`config.mk`:
```
export PLATFORM = sky130hd
export DESIGN_NAME = tm2_timer
export DESIGN_NICKNAME = d
export VERILOG_FILES = /design/src/core/tm2_pkg.sv /design/src/core/tm2_timer.sv
export SDC_FILE = /design/constraint.sdc
export NUM_CORES = 1
export LEC_CHECK = 0
export BUFFER_PORTS_ARGS = -buffer_cell sky130_fd_sc_hd__buf_4
export CAP_MARGIN = 20
export CORE_ASPECT_RATIO = 0.7
export CORE_UTILIZATION = 55
export DETAILED_ROUTE_END_ITERATION = 12
export PLACE_DENSITY = 0.77
export SLEW_MARGIN = 20
export SYNTH_ARGS = -nofsm -noshare
export SYNTH_HDL_FRONTEND = slang
export SYNTH_SLANG_ARGS = --single-unit
```
`constraint.sdc`:
```
create_clock -name ref_clk -period 4.85 [get_ports ref_clk]
set_input_delay 1.2125 -clock ref_clk [delete_from_list [all_inputs] [get_ports ref_clk]]
set_output_delay 1.2125 -clock ref_clk [all_outputs]
set_load 0.005 [all_outputs]
```
`src/core/tm2_pkg.sv`:
```
`default_nettype none

package tm2_pkg;

  // Special function register addresses
  localparam logic [7:0] ADDR_CTRL = 8'hc8;
  localparam logic [7:0] ADDR_UNIT_MODE = 8'hc9;
  localparam logic [7:0] ADDR_CNT_LO = 8'hcc;
  localparam logic [7:0] ADDR_CNT_HI = 8'hcd;
  // Index 0 is the reload/compare unit, 1..3 the plain compare/capture units
  localparam logic [3:0][7:0] ADDR_UNIT_LO = {8'hc6, 8'hc4, 8'hc2, 8'hca};
  localparam logic [3:0][7:0] ADDR_UNIT_HI = {8'hc7, 8'hc5, 8'hc3, 8'hcb};

  // Reset values
  localparam logic [7:0] CTRL_RESET = 8'h00;
  localparam logic [7:0] UNIT_MODE_RESET = 8'h00;
  localparam logic [15:0] CNT_RESET = 16'h0000;
  localparam logic [15:0] UNIT_RESET = 16'h0000;
  localparam logic [7:0] RDATA_UNMAPPED = 8'h00;

  // Prescaler divide ratios, in machine ticks
  localparam logic [4:0] DIV_FAST = 5'h02;
  localparam logic [4:0] DIV_SLOW = 5'h0c;
  localparam logic [4:0] DIV_SLOWER = 5'h18;

  // Count limits
  localparam logic [7:0] LO_TOP = 8'hff;
  localparam logic [15:0] CNT_TOP = 16'hffff;

  // Fixed interrupt vector of this timer
  localparam logic [15:0] TIMER_VECTOR = 16'h002b;

  // Edge capture latency per unit, in clock cycles
  localparam int CAP_LAT_UNIT0 = 1;
  localparam int CAP_LAT_OTHER = 2;

  // Pin slots in the synchroniser vector
  localparam int PIN_COUNT = 0;
  localparam int PIN_RELOAD = 1;
  localparam int PIN_CAP0 = 2;
  localparam int NUM_PINS = 5;

  typedef enum logic [1:0] {
    IN_STOP = 2'b00,
    IN_TIMER = 2'b01,
    IN_EVENT = 2'b10,
    IN_GATED = 2'b11
  } tm2_input_type;

  typedef enum logic [1:0] {
    UM_OFF = 2'b00,
    UM_EDGE = 2'b01,
    UM_COMPARE = 2'b10,
    UM_WRITE = 2'b11
  } tm2_unit_mode_type;

  // Layout of the timer control register, bit 7 first
  typedef struct packed {
    logic prescaler_select;
    logic prescaler_mode;
    logic count_size;
    logic reload_mode_hi;
    logic reload_mode_lo;
    logic compare_mode_select;
    logic input_select_hi;
    logic input_select_lo;
  } tm2_ctrl_type;

endpackage

`default_nettype wire

```
`src/core/tm2_timer.sv`:
```
`default_nettype none

module tm2_timer #(
  parameter int GDIV_SEL_W = 3
) (
  input wire logic ref_clk,
  input wire logic srst,
  input wire logic [7:0] sfr_addr,
  input wire logic sfr_wr,
  input wire logic sfr_rd,
  input wire logic [7:0] sfr_wdata,
  output logic [7:0] sfr_rdata,
  input wire logic [GDIV_SEL_W-1:0] global_clock_divider,
  input wire logic count_pin,
  input wire logic reload_pin,
  input wire logic [2:0] capture_pin,
  input wire logic reload_pin_int_enable,
  input wire logic timer_int_enable,
  input wire logic overflow_flag_clr,
  input wire logic reload_pin_flag_clr,
  output logic overflow_flag,
  output logic reload_pin_flag,
  output logic timer_irq,
  output logic [15:0] timer_int_vector,
  output logic compare_mode,
  output logic [3:0] compare_match
);

  localparam int GDIV_CNT_W = 1 << GDIV_SEL_W;

  generate
    if (GDIV_SEL_W < 1 || GDIV_SEL_W > 3) begin : g_bad_width
      $error("GDIV_SEL_W must be 1 to 3");
    end
  endgenerate

  tm2_pkg::tm2_ctrl_type ctrl_q;
  logic [7:0] unit_mode_q;
  logic [15:0] cnt_q;
  logic [3:0][15:0] unit_val;
  localparam int NUM_PINS_L = tm2_pkg::NUM_PINS;
  logic [NUM_PINS_L-1:0] pin_raw;
  logic [NUM_PINS_L-1:0] sync1_q, sync2_q, sync3_q, filt_q, mc_samp_q;
  logic [2:0] cap_prev_q;
  logic [GDIV_CNT_W-1:0] gdiv_q;
  logic [4:0] psc_q;
  logic evt_pend_q;
  logic overflow_flag_q, reload_pin_flag_q, timer_irq_q;
  logic [7:0] rdata_q;
  logic [15:0] vector_q;
  logic [3:0] match_q;

  logic base_tick, int_tick, inc_en, at_top, ovf_evt;
  logic count_fall, reload_fall, pin_reload, cnt_wr;
  logic [GDIV_CNT_W-1:0] gdiv_mask;
  logic [4:0] div_ratio;
  logic [2:0] cap_rise;
  tm2_pkg::tm2_input_type in_sel;
  logic [1:0] reload_sel;

  assign pin_raw = {capture_pin, reload_pin, count_pin};
  assign in_sel = tm2_pkg::tm2_input_type'({ctrl_q.input_select_hi, ctrl_q.input_select_lo});
  assign reload_sel = {ctrl_q.reload_mode_hi, ctrl_q.reload_mode_lo};
  assign cnt_wr = sfr_wr && (sfr_addr == tm2_pkg::ADDR_CNT_LO || sfr_addr == tm2_pkg::ADDR_CNT_HI);

  // Three-stage synchroniser; a level counts once stages two and three agree
  always_ff @(posedge ref_clk) begin
    if (srst) begin
      sync1_q <= '0;
      sync2_q <= '0;
      sync3_q <= '0;
      filt_q <= '0;
    end else begin
      sync1_q <= pin_raw;
      sync2_q <= sync1_q;
      sync3_q <= sync2_q;
      filt_q <= (sync2_q & ~(sync2_q ^ sync3_q)) | (filt_q & (sync2_q ^ sync3_q));
    end
  end

  // Global divider makes the machine tick, ahead of the prescaler
  assign gdiv_mask = GDIV_CNT_W'((1 << global_clock_divider) - 1);
  assign base_tick = (gdiv_q & gdiv_mask) == gdiv_mask;

  always_ff @(posedge ref_clk) begin
    if (srst) begin
      gdiv_q <= '0;
    end else begin
      gdiv_q <= gdiv_q + GDIV_CNT_W'(1);
    end
  end

  // Prescaler: mode bit wins over select bit
  always_comb begin
    if (ctrl_q.prescaler_mode) begin
      div_ratio = tm2_pkg::DIV_FAST;
    end else if (ctrl_q.prescaler_select) begin
      div_ratio = tm2_pkg::DIV_SLOWER;
    end else begin
      div_ratio = tm2_pkg::DIV_SLOW;
    end
  end

  assign int_tick = base_tick && (psc_q >= div_ratio - 5'h01);

  // Wraps early if the ratio shrinks mid-count, so no long stall
  always_ff @(posedge ref_clk) begin
    if (srst) begin
      psc_q <= '0;
    end else if (int_tick) begin
      psc_q <= '0;
    end else if (base_tick) begin
      psc_q <= psc_q + 5'h01;
    end
  end

  // Pins sampled once per machine tick for falling edges
  always_ff @(posedge ref_clk) begin
    if (srst) begin
      mc_samp_q <= '0;
    end else if (base_tick) begin
      mc_samp_q <= filt_q;
    end
  end

  assign count_fall = base_tick && mc_samp_q[tm2_pkg::PIN_COUNT] && !filt_q[tm2_pkg::PIN_COUNT];
  assign reload_fall = base_tick && mc_samp_q[tm2_pkg::PIN_RELOAD] && !filt_q[tm2_pkg::PIN_RELOAD];

  // Event count lands in the cycle after the fall is seen
  always_ff @(posedge ref_clk) begin
    if (srst) begin
      evt_pend_q <= 1'b0;
    end else begin
      evt_pend_q <= count_fall && in_sel == tm2_pkg::IN_EVENT;
    end
  end

  // Increment source by input select
  always_comb begin
    unique case (in_sel)
      tm2_pkg::IN_STOP: inc_en = 1'b0;
      tm2_pkg::IN_TIMER: inc_en = int_tick;
      tm2_pkg::IN_EVENT: inc_en = evt_pend_q;
      tm2_pkg::IN_GATED: inc_en = int_tick && filt_q[tm2_pkg::PIN_COUNT];
    endcase
  end

  assign at_top = ctrl_q.count_size ? (cnt_q[7:0] == tm2_pkg::LO_TOP) : (cnt_q == tm2_pkg::CNT_TOP);
  // Reload pin in its mode takes any size setting
  assign pin_reload = reload_fall && reload_sel == 2'b11;
  assign ovf_evt = inc_en && at_top && !pin_reload && !cnt_wr;

  // Counter: software write, then pin reload, then overflow, then count
  always_ff @(posedge ref_clk) begin
    if (srst) begin
      cnt_q <= tm2_pkg::CNT_RESET;
    end else if (sfr_wr && sfr_addr == tm2_pkg::ADDR_CNT_LO) begin
      cnt_q[7:0] <= sfr_wdata;
    end else if (sfr_wr && sfr_addr == tm2_pkg::ADDR_CNT_HI) begin
      cnt_q[15:8] <= sfr_wdata;
    end else if (pin_reload) begin
      cnt_q <= unit_val[0];
    end else if (ovf_evt && reload_sel == 2'b10) begin
      cnt_q <= unit_val[0];
    end else if (inc_en && ctrl_q.count_size) begin
      cnt_q[7:0] <= cnt_q[7:0] + 8'h01;
    end else if (inc_en) begin
      cnt_q <= cnt_q + 16'h0001;
    end
  end

  // Flags: a set in the clear cycle wins
  always_ff @(posedge ref_clk) begin
    if (srst) begin
      overflow_flag_q <= 1'b0;
    end else if (ovf_evt) begin
      overflow_flag_q <= 1'b1;
    end else if (overflow_flag_clr) begin
      overflow_flag_q <= 1'b0;
    end
  end

  always_ff @(posedge ref_clk) begin
    if (srst) begin
      reload_pin_flag_q <= 1'b0;
    end else if (reload_fall && reload_pin_int_enable) begin
      reload_pin_flag_q <= 1'b1;
    end else if (reload_pin_flag_clr) begin
      reload_pin_flag_q <= 1'b0;
    end
  end

  // Single timer request, with its fixed vector
  always_ff @(posedge ref_clk) begin
    if (srst) begin
      timer_irq_q <= 1'b0;
      vector_q <= tm2_pkg::TIMER_VECTOR;
    end else begin
      timer_irq_q <= timer_int_enable && (overflow_flag_q || reload_pin_flag_q);
      vector_q <= tm2_pkg::TIMER_VECTOR;
    end
  end

  // Control and unit mode registers
  always_ff @(posedge ref_clk) begin
    if (srst) begin
      ctrl_q <= tm2_pkg::CTRL_RESET;
      unit_mode_q <= tm2_pkg::UNIT_MODE_RESET;
    end else if (sfr_wr && sfr_addr == tm2_pkg::ADDR_CTRL) begin
      ctrl_q <= sfr_wdata;
    end else if (sfr_wr && sfr_addr == tm2_pkg::ADDR_UNIT_MODE) begin
      unit_mode_q <= sfr_wdata;
    end
  end

  // Rising edges at the capture pins, per clock
  always_ff @(posedge ref_clk) begin
    if (srst) begin
      cap_prev_q <= '0;
    end else begin
      cap_prev_q <= filt_q[tm2_pkg::PIN_CAP0 +: 3];
    end
  end

  assign cap_rise = filt_q[tm2_pkg::PIN_CAP0 +: 3] & ~cap_prev_q;

  // One compare/capture unit per entry
  genvar gi;
  generate
    for (gi = 0; gi < 4; gi++) begin : g_unit
      tm2_pkg::tm2_unit_mode_type mode;
      logic [15:0] unit_q;
      logic [1:0] cap_pipe_q;
      logic cap_now, wr_lo, wr_hi, match;

      assign mode = tm2_pkg::tm2_unit_mode_type'(unit_mode_q[2*gi +: 2]);
      assign wr_lo = sfr_wr && sfr_addr == tm2_pkg::ADDR_UNIT_LO[gi];
      assign wr_hi = sfr_wr && sfr_addr == tm2_pkg::ADDR_UNIT_HI[gi];

      // Unit 3 has no pin, so its edge setting never captures
      if (gi < 3) begin : g_pin
        always_ff @(posedge ref_clk) begin
          if (srst) begin
            cap_pipe_q <= '0;
          end else begin
            cap_pipe_q <= {cap_pipe_q[0], cap_rise[gi] && mode == tm2_pkg::UM_EDGE};
          end
        end
        assign cap_now = (gi == 0) ? cap_pipe_q[tm2_pkg::CAP_LAT_UNIT0 - 1]
                                   : cap_pipe_q[tm2_pkg::CAP_LAT_OTHER - 1];
      end else begin : g_nopin
        assign cap_pipe_q = '0;
        assign cap_now = 1'b0;
      end

      // Capture takes all 16 bits at once and leaves the counter alone
      always_ff @(posedge ref_clk) begin
        if (srst) begin
          unit_q <= tm2_pkg::UNIT_RESET;
        end else if (wr_lo && mode == tm2_pkg::UM_WRITE) begin
          unit_q <= cnt_q;
        end else if (cap_now) begin
          unit_q <= cnt_q;
        end else if (wr_lo) begin
          unit_q[7:0] <= sfr_wdata;
        end else if (wr_hi) begin
          unit_q[15:8] <= sfr_wdata;
        end
      end

      assign match = mode == tm2_pkg::UM_COMPARE &&
                     (ctrl_q.count_size ? cnt_q[7:0] == unit_q[7:0] : cnt_q == unit_q);

      always_ff @(posedge ref_clk) begin
        if (srst) begin
          match_q[gi] <= 1'b0;
        end else begin
          match_q[gi] <= match;
        end
      end

      assign unit_val[gi] = unit_q;
    end
  endgenerate

  // Register read, answered one cycle after the strobe
  always_ff @(posedge ref_clk) begin
    if (srst) begin
      rdata_q <= tm2_pkg::RDATA_UNMAPPED;
    end else if (sfr_rd) begin
      rdata_q <= tm2_pkg::RDATA_UNMAPPED;
      if (sfr_addr == tm2_pkg::ADDR_CTRL) rdata_q <= ctrl_q;
      if (sfr_addr == tm2_pkg::ADDR_UNIT_MODE) rdata_q <= unit_mode_q;
      if (sfr_addr == tm2_pkg::ADDR_CNT_LO) rdata_q <= cnt_q[7:0];
      if (sfr_addr == tm2_pkg::ADDR_CNT_HI) rdata_q <= cnt_q[15:8];
      for (int i = 0; i < 4; i++) begin
        if (sfr_addr == tm2_pkg::ADDR_UNIT_LO[i]) rdata_q <= unit_val[i][7:0];
        if (sfr_addr == tm2_pkg::ADDR_UNIT_HI[i]) rdata_q <= unit_val[i][15:8];
      end
    end
  end

  assign sfr_rdata = rdata_q;
  assign overflow_flag = overflow_flag_q;
  assign reload_pin_flag = reload_pin_flag_q;
  assign timer_irq = timer_irq_q;
  assign timer_int_vector = vector_q;
  assign compare_mode = ctrl_q.compare_mode_select;
  assign compare_match = match_q;
endmodule

`default_nettype wire

```
==> flow_metrics.env <==
export IMPL_status="finished, final reports clean"
export IMPL_synth_avg_cell_area_um2=8.100
export IMPL_drc=0
export IMPL_dieWidth_um=153.4
export IMPL_start_util=0.5656
export IMPL_r2r_end="cnt_q[15]$_SDFFE_PP0P_"
export IMPL_ys_seq_area_frac=0.3495
export IMPL_cts_buffers_inserted=17
export IMPL_switching_share=0.2752
export IMPL_drtIter0Drc=1209
export IMPL_grt_start_max_net_pins=75
export IMPL_ys_async_sr_fraction=0
export IMPL_cts_sinks=154
export IMPL_hold_path_class="flip-flop to flip-flop"
export IMPL_post_route_util=0.6329
export IMPL_grt_remaining_overflow=0
export IMPL_grtUsageTotal=0.3418
export IMPL_drtPass1Iterations=7
export IMPL_instances_no_fill=1301
export IMPL_worstHoldEndpoint="g_unit[1].cap_pipe_q[0]$_SDFF_PP0_"
export IMPL_fin_nets=1128
export IMPL_cts_tree="yes"
export IMPL_clkSlewWorstSetupHoldPaths_ns=0.07
export IMPL_ctsHoldBuffers=0
export IMPL_hp_start="cap_prev_q[1]$_SDFF_PP0_"
export IMPL_total_power_mw=2.804
export IMPL_power_density_nw_per_um2=284.1
export IMPL_synth_seq_cells=154
export IMPL_synth_main_ff_cell="dfxtp_1"
export IMPL_diodes=0
export IMPL_combPwrFrac=0.058
export IMPL_crit_type="input pin to flip-flop"
export IMPL_syn_to_final_growth_pct=11.90
export IMPL_layout_drive_gt1_share=0.1135
export IMPL_netlist_area_um2=8821
export IMPL_cts_root_buf="clkbuf_16"
export IMPL_slew_headroom=0.4070
export IMPL_grt_pass1_vias=7753
export IMPL_yosys_top_cells_area="dfxtp_1 (35%), mux2i_1 (6.6%), nor2_1 (5.9%), xor2_1 (5.4%), a21oi_1 (4.1%)"
export IMPL_cp_end_kind="flip-flop"
export IMPL_worst_pin_slew_ns=0.8828
export IMPL_crit_required_ns=5.13
export IMPL_setup_tns_ns=0
export IMPL_start_kind="input pin"
export IMPL_finalHoldViolCount=0
export IMPL_antenna_found_initial=0
export IMPL_vias=8565
export IMPL_fin_crit_ns=3.848
export IMPL_cts_resized=0
export IMPL_internal_power_mw=2.032
export IMPL_synth_top_area_frac=0.3495
export IMPL_fmax_mhz=259.9
export IMPL_setup_viol=0
export IMPL_row_count=38
export IMPL_synth_warning_count=0
export IMPL_synth_top_cell_by_area="dfxtp_1"
export IMPL_dieArea_um2=16560
export IMPL_cp_data_arrival_time_ns=4.12
export IMPL_numPortBuffers=47
export IMPL_ys_top_cells_by_count="dfxtp_1 (154), nor2_1 (139), nand2_1 (75)"
export IMPL_clk_latency_ns=0.43
export IMPL_drv_cap=0
export IMPL_critPathMaxFanout=13
export IMPL_synth_cell_types=67
export IMPL_post_cts_setup_buffers=0
export IMPL_clk_path_buf_depth=2
export IMPL_seqPwrFrac=0.458
export IMPL_skew_ns=0.01141
export IMPL_final_max_slew_violation_count=0
export IMPL_synthCells=1089
export IMPL_r2r_start="cnt_q[0]$_SDFFE_PP0P_"
export IMPL_ir_drop_mv=0.1933
export IMPL_r2r_slack_ns=1.61
export IMPL_hpwl_um=18480
export IMPL_timing_final_crit_share=0.7933
export IMPL_rsz0062_at_grt="false"
export IMPL_yosys_cell_count_top_type="dfxtp_1"
export IMPL_via_per_inst=6.583
export IMPL_power_leakage_nw=4.042
export IMPL_dieHeight_um=108.0
export IMPL_dpl_cell_count=1269
export IMPL_clockPowerShare=0.485
export IMPL_gp_congestion=0.9683
export IMPL_design_core_area_um2=15600
export IMPL_crit_path_start="global_clock_divider[2]"
export IMPL_r2r_cells=8
export IMPL_wl_per_cell_um=21.25
export IMPL_wl_um=27640
export IMPL_antenna_violating_nets_post_route=0
export IMPL_io_pins=64
export IMPL_min_path_cells=1
export IMPL_p_switching_uw=771.7
export IMPL_htreeDepth=4
export IMPL_synth_edf_count=0
export IMPL_grt_pass1_wl_um=43660
## worst max-delay path by stage
stage          depth (start not counted)                      to
3_3_place_gp                          13  cnt_q[10]$_SDFFE_PP0P_
4_1_cts                               12   cnt_q[1]$_SDFFE_PP0P_
2_1_floorplan                         11   cnt_q[1]$_SDFFE_PP0P_
6_report                              13  cnt_q[11]$_SDFFE_PP0P_
5_1_grt                               12   cnt_q[1]$_SDFFE_PP0P_
3_5_place_dp                          12   cnt_q[1]$_SDFFE_PP0P_
## critical path: stages
cell	delay, ns
buf_4	0.14
nor3_1	0.25
inv_1	0.07
ha_1	0.27
or4b_2	0.62
a31oi_1	0.30
a2111oi_4	0.11
buf_4	0.21
a21o_1	0.18
a32oi_1	0.21
buf_4	0.20
and2_1	0.24
a211oi_1	0.10
## power groups by stage
stage / Clock (mW) / Combinational, mW / Sequential (mW)
3_5_place_dp: 0 / 0.156 / 1.31
4_1_cts: 1.37 / 0.157 / 1.28
5_1_grt: 1.42 / 0.172 / 1.28
6_report: 1.36 / 0.162 / 1.28
2_1_floorplan: 0 / 0.106 / 1.31
3_3_place_gp: 0 / 0.154 / 1.31
## cell usage in the layout (no fill, tap or decap), types with 4 or more instances in the layout
master     instances
nor4_1            15
dfxtp_1          154
and3_1             9
inv_1             12
conb_1            16
nor3_1            22
xor2_1            54
buf_4             75
o21ai_0           18
o22ai_1            9
a311oi_1          34
xnor2_1           35
a31oi_1            6
nor3b_1            4
mux2i_1           58
a222oi_1           4
a22oi_1           22
a32oi_1            5
ha_1               8
a211oi_1          36
nand4_1           12
nand2b_1           8
nand3_1           70
a21o_1             4
inv_8              5
a21oi_1           72
nand2_1           75
nor2b_1           29
clkinv_8           7
a221oi_1           7
clkbuf_16         17
nor2_1           139
## routing by layer
metal | global-route usage | vias up | wire (µm)
li1 | - | 3887 | -
met1 | 0.4909 | 3977 | 11750
met2 | 0.4905 | 609 | 11080
met3 | 0.07255 | 92 | 3832
met4 | 0.1514 | 0 | 979
met5 | 0 | - | 0
## final cells by class
| class | count | area, µm² |
|---|---|---|
| Fill cell | 1351 | 5724 |
| Multi-Input combinational cell | 828 | 5308 |
| Sequential cell | 154 | 3083 |
| Timing Repair Buffer | 75 | 563.0 |
| Clock buffer | 17 | 425.4 |
| Tap cell | 200 | 250.2 |
| Clock inverter | 15 | 196.4 |
| Inverter | 12 | 45.04 |
## flip-flops by register name, indices dropped and copies added (netlist names), named ones only
signal and cells:
compare_match 4, unit_mode_q 8, reload_pin_flag 1, g_unit.unit_q 64
compare_mode 1, evt_pend_q 1, sync1_q 5, sync3_q 5
cnt_q 16, sync2_q 5, mc_samp_q 2, gdiv_q 7
sfr_rdata 8, psc_q 5, g_unit.cap_pipe_q 5, overflow_flag 1
cap_prev_q 3, timer_irq 1, ctrl_q 7
## cell families (layout without fill, tap and decap cells)
logic type,after synthesis,count (layout),share of synthesized area
other,2,16,0.0008514
buffers and inverters,121,119,0.05872
DFF,154,154,0.3495
xor gates and xnor gates,89,89,0.08837
AOI/OAI and AO/OA,245,245,0.1963
muxes,61,61,0.07220
and+or+nand+nor,409,409,0.2227
adders and majority gates,8,8,0.01135
## metrics by stage
step,setup slack [ns],hold slack (ns),area (µm²)
after floorplan,0.8994,0.3736,8874
after global placement,0.6649,0.3767,9234
after detailed placement,0.6080,0.3848,9234
after CTS,1.045,0.3967,9856
after global routing,0.7504,0.4021,9871
final,1.002,0.3956,9871
Note: power is estimated with default switching activity, not from simulation.
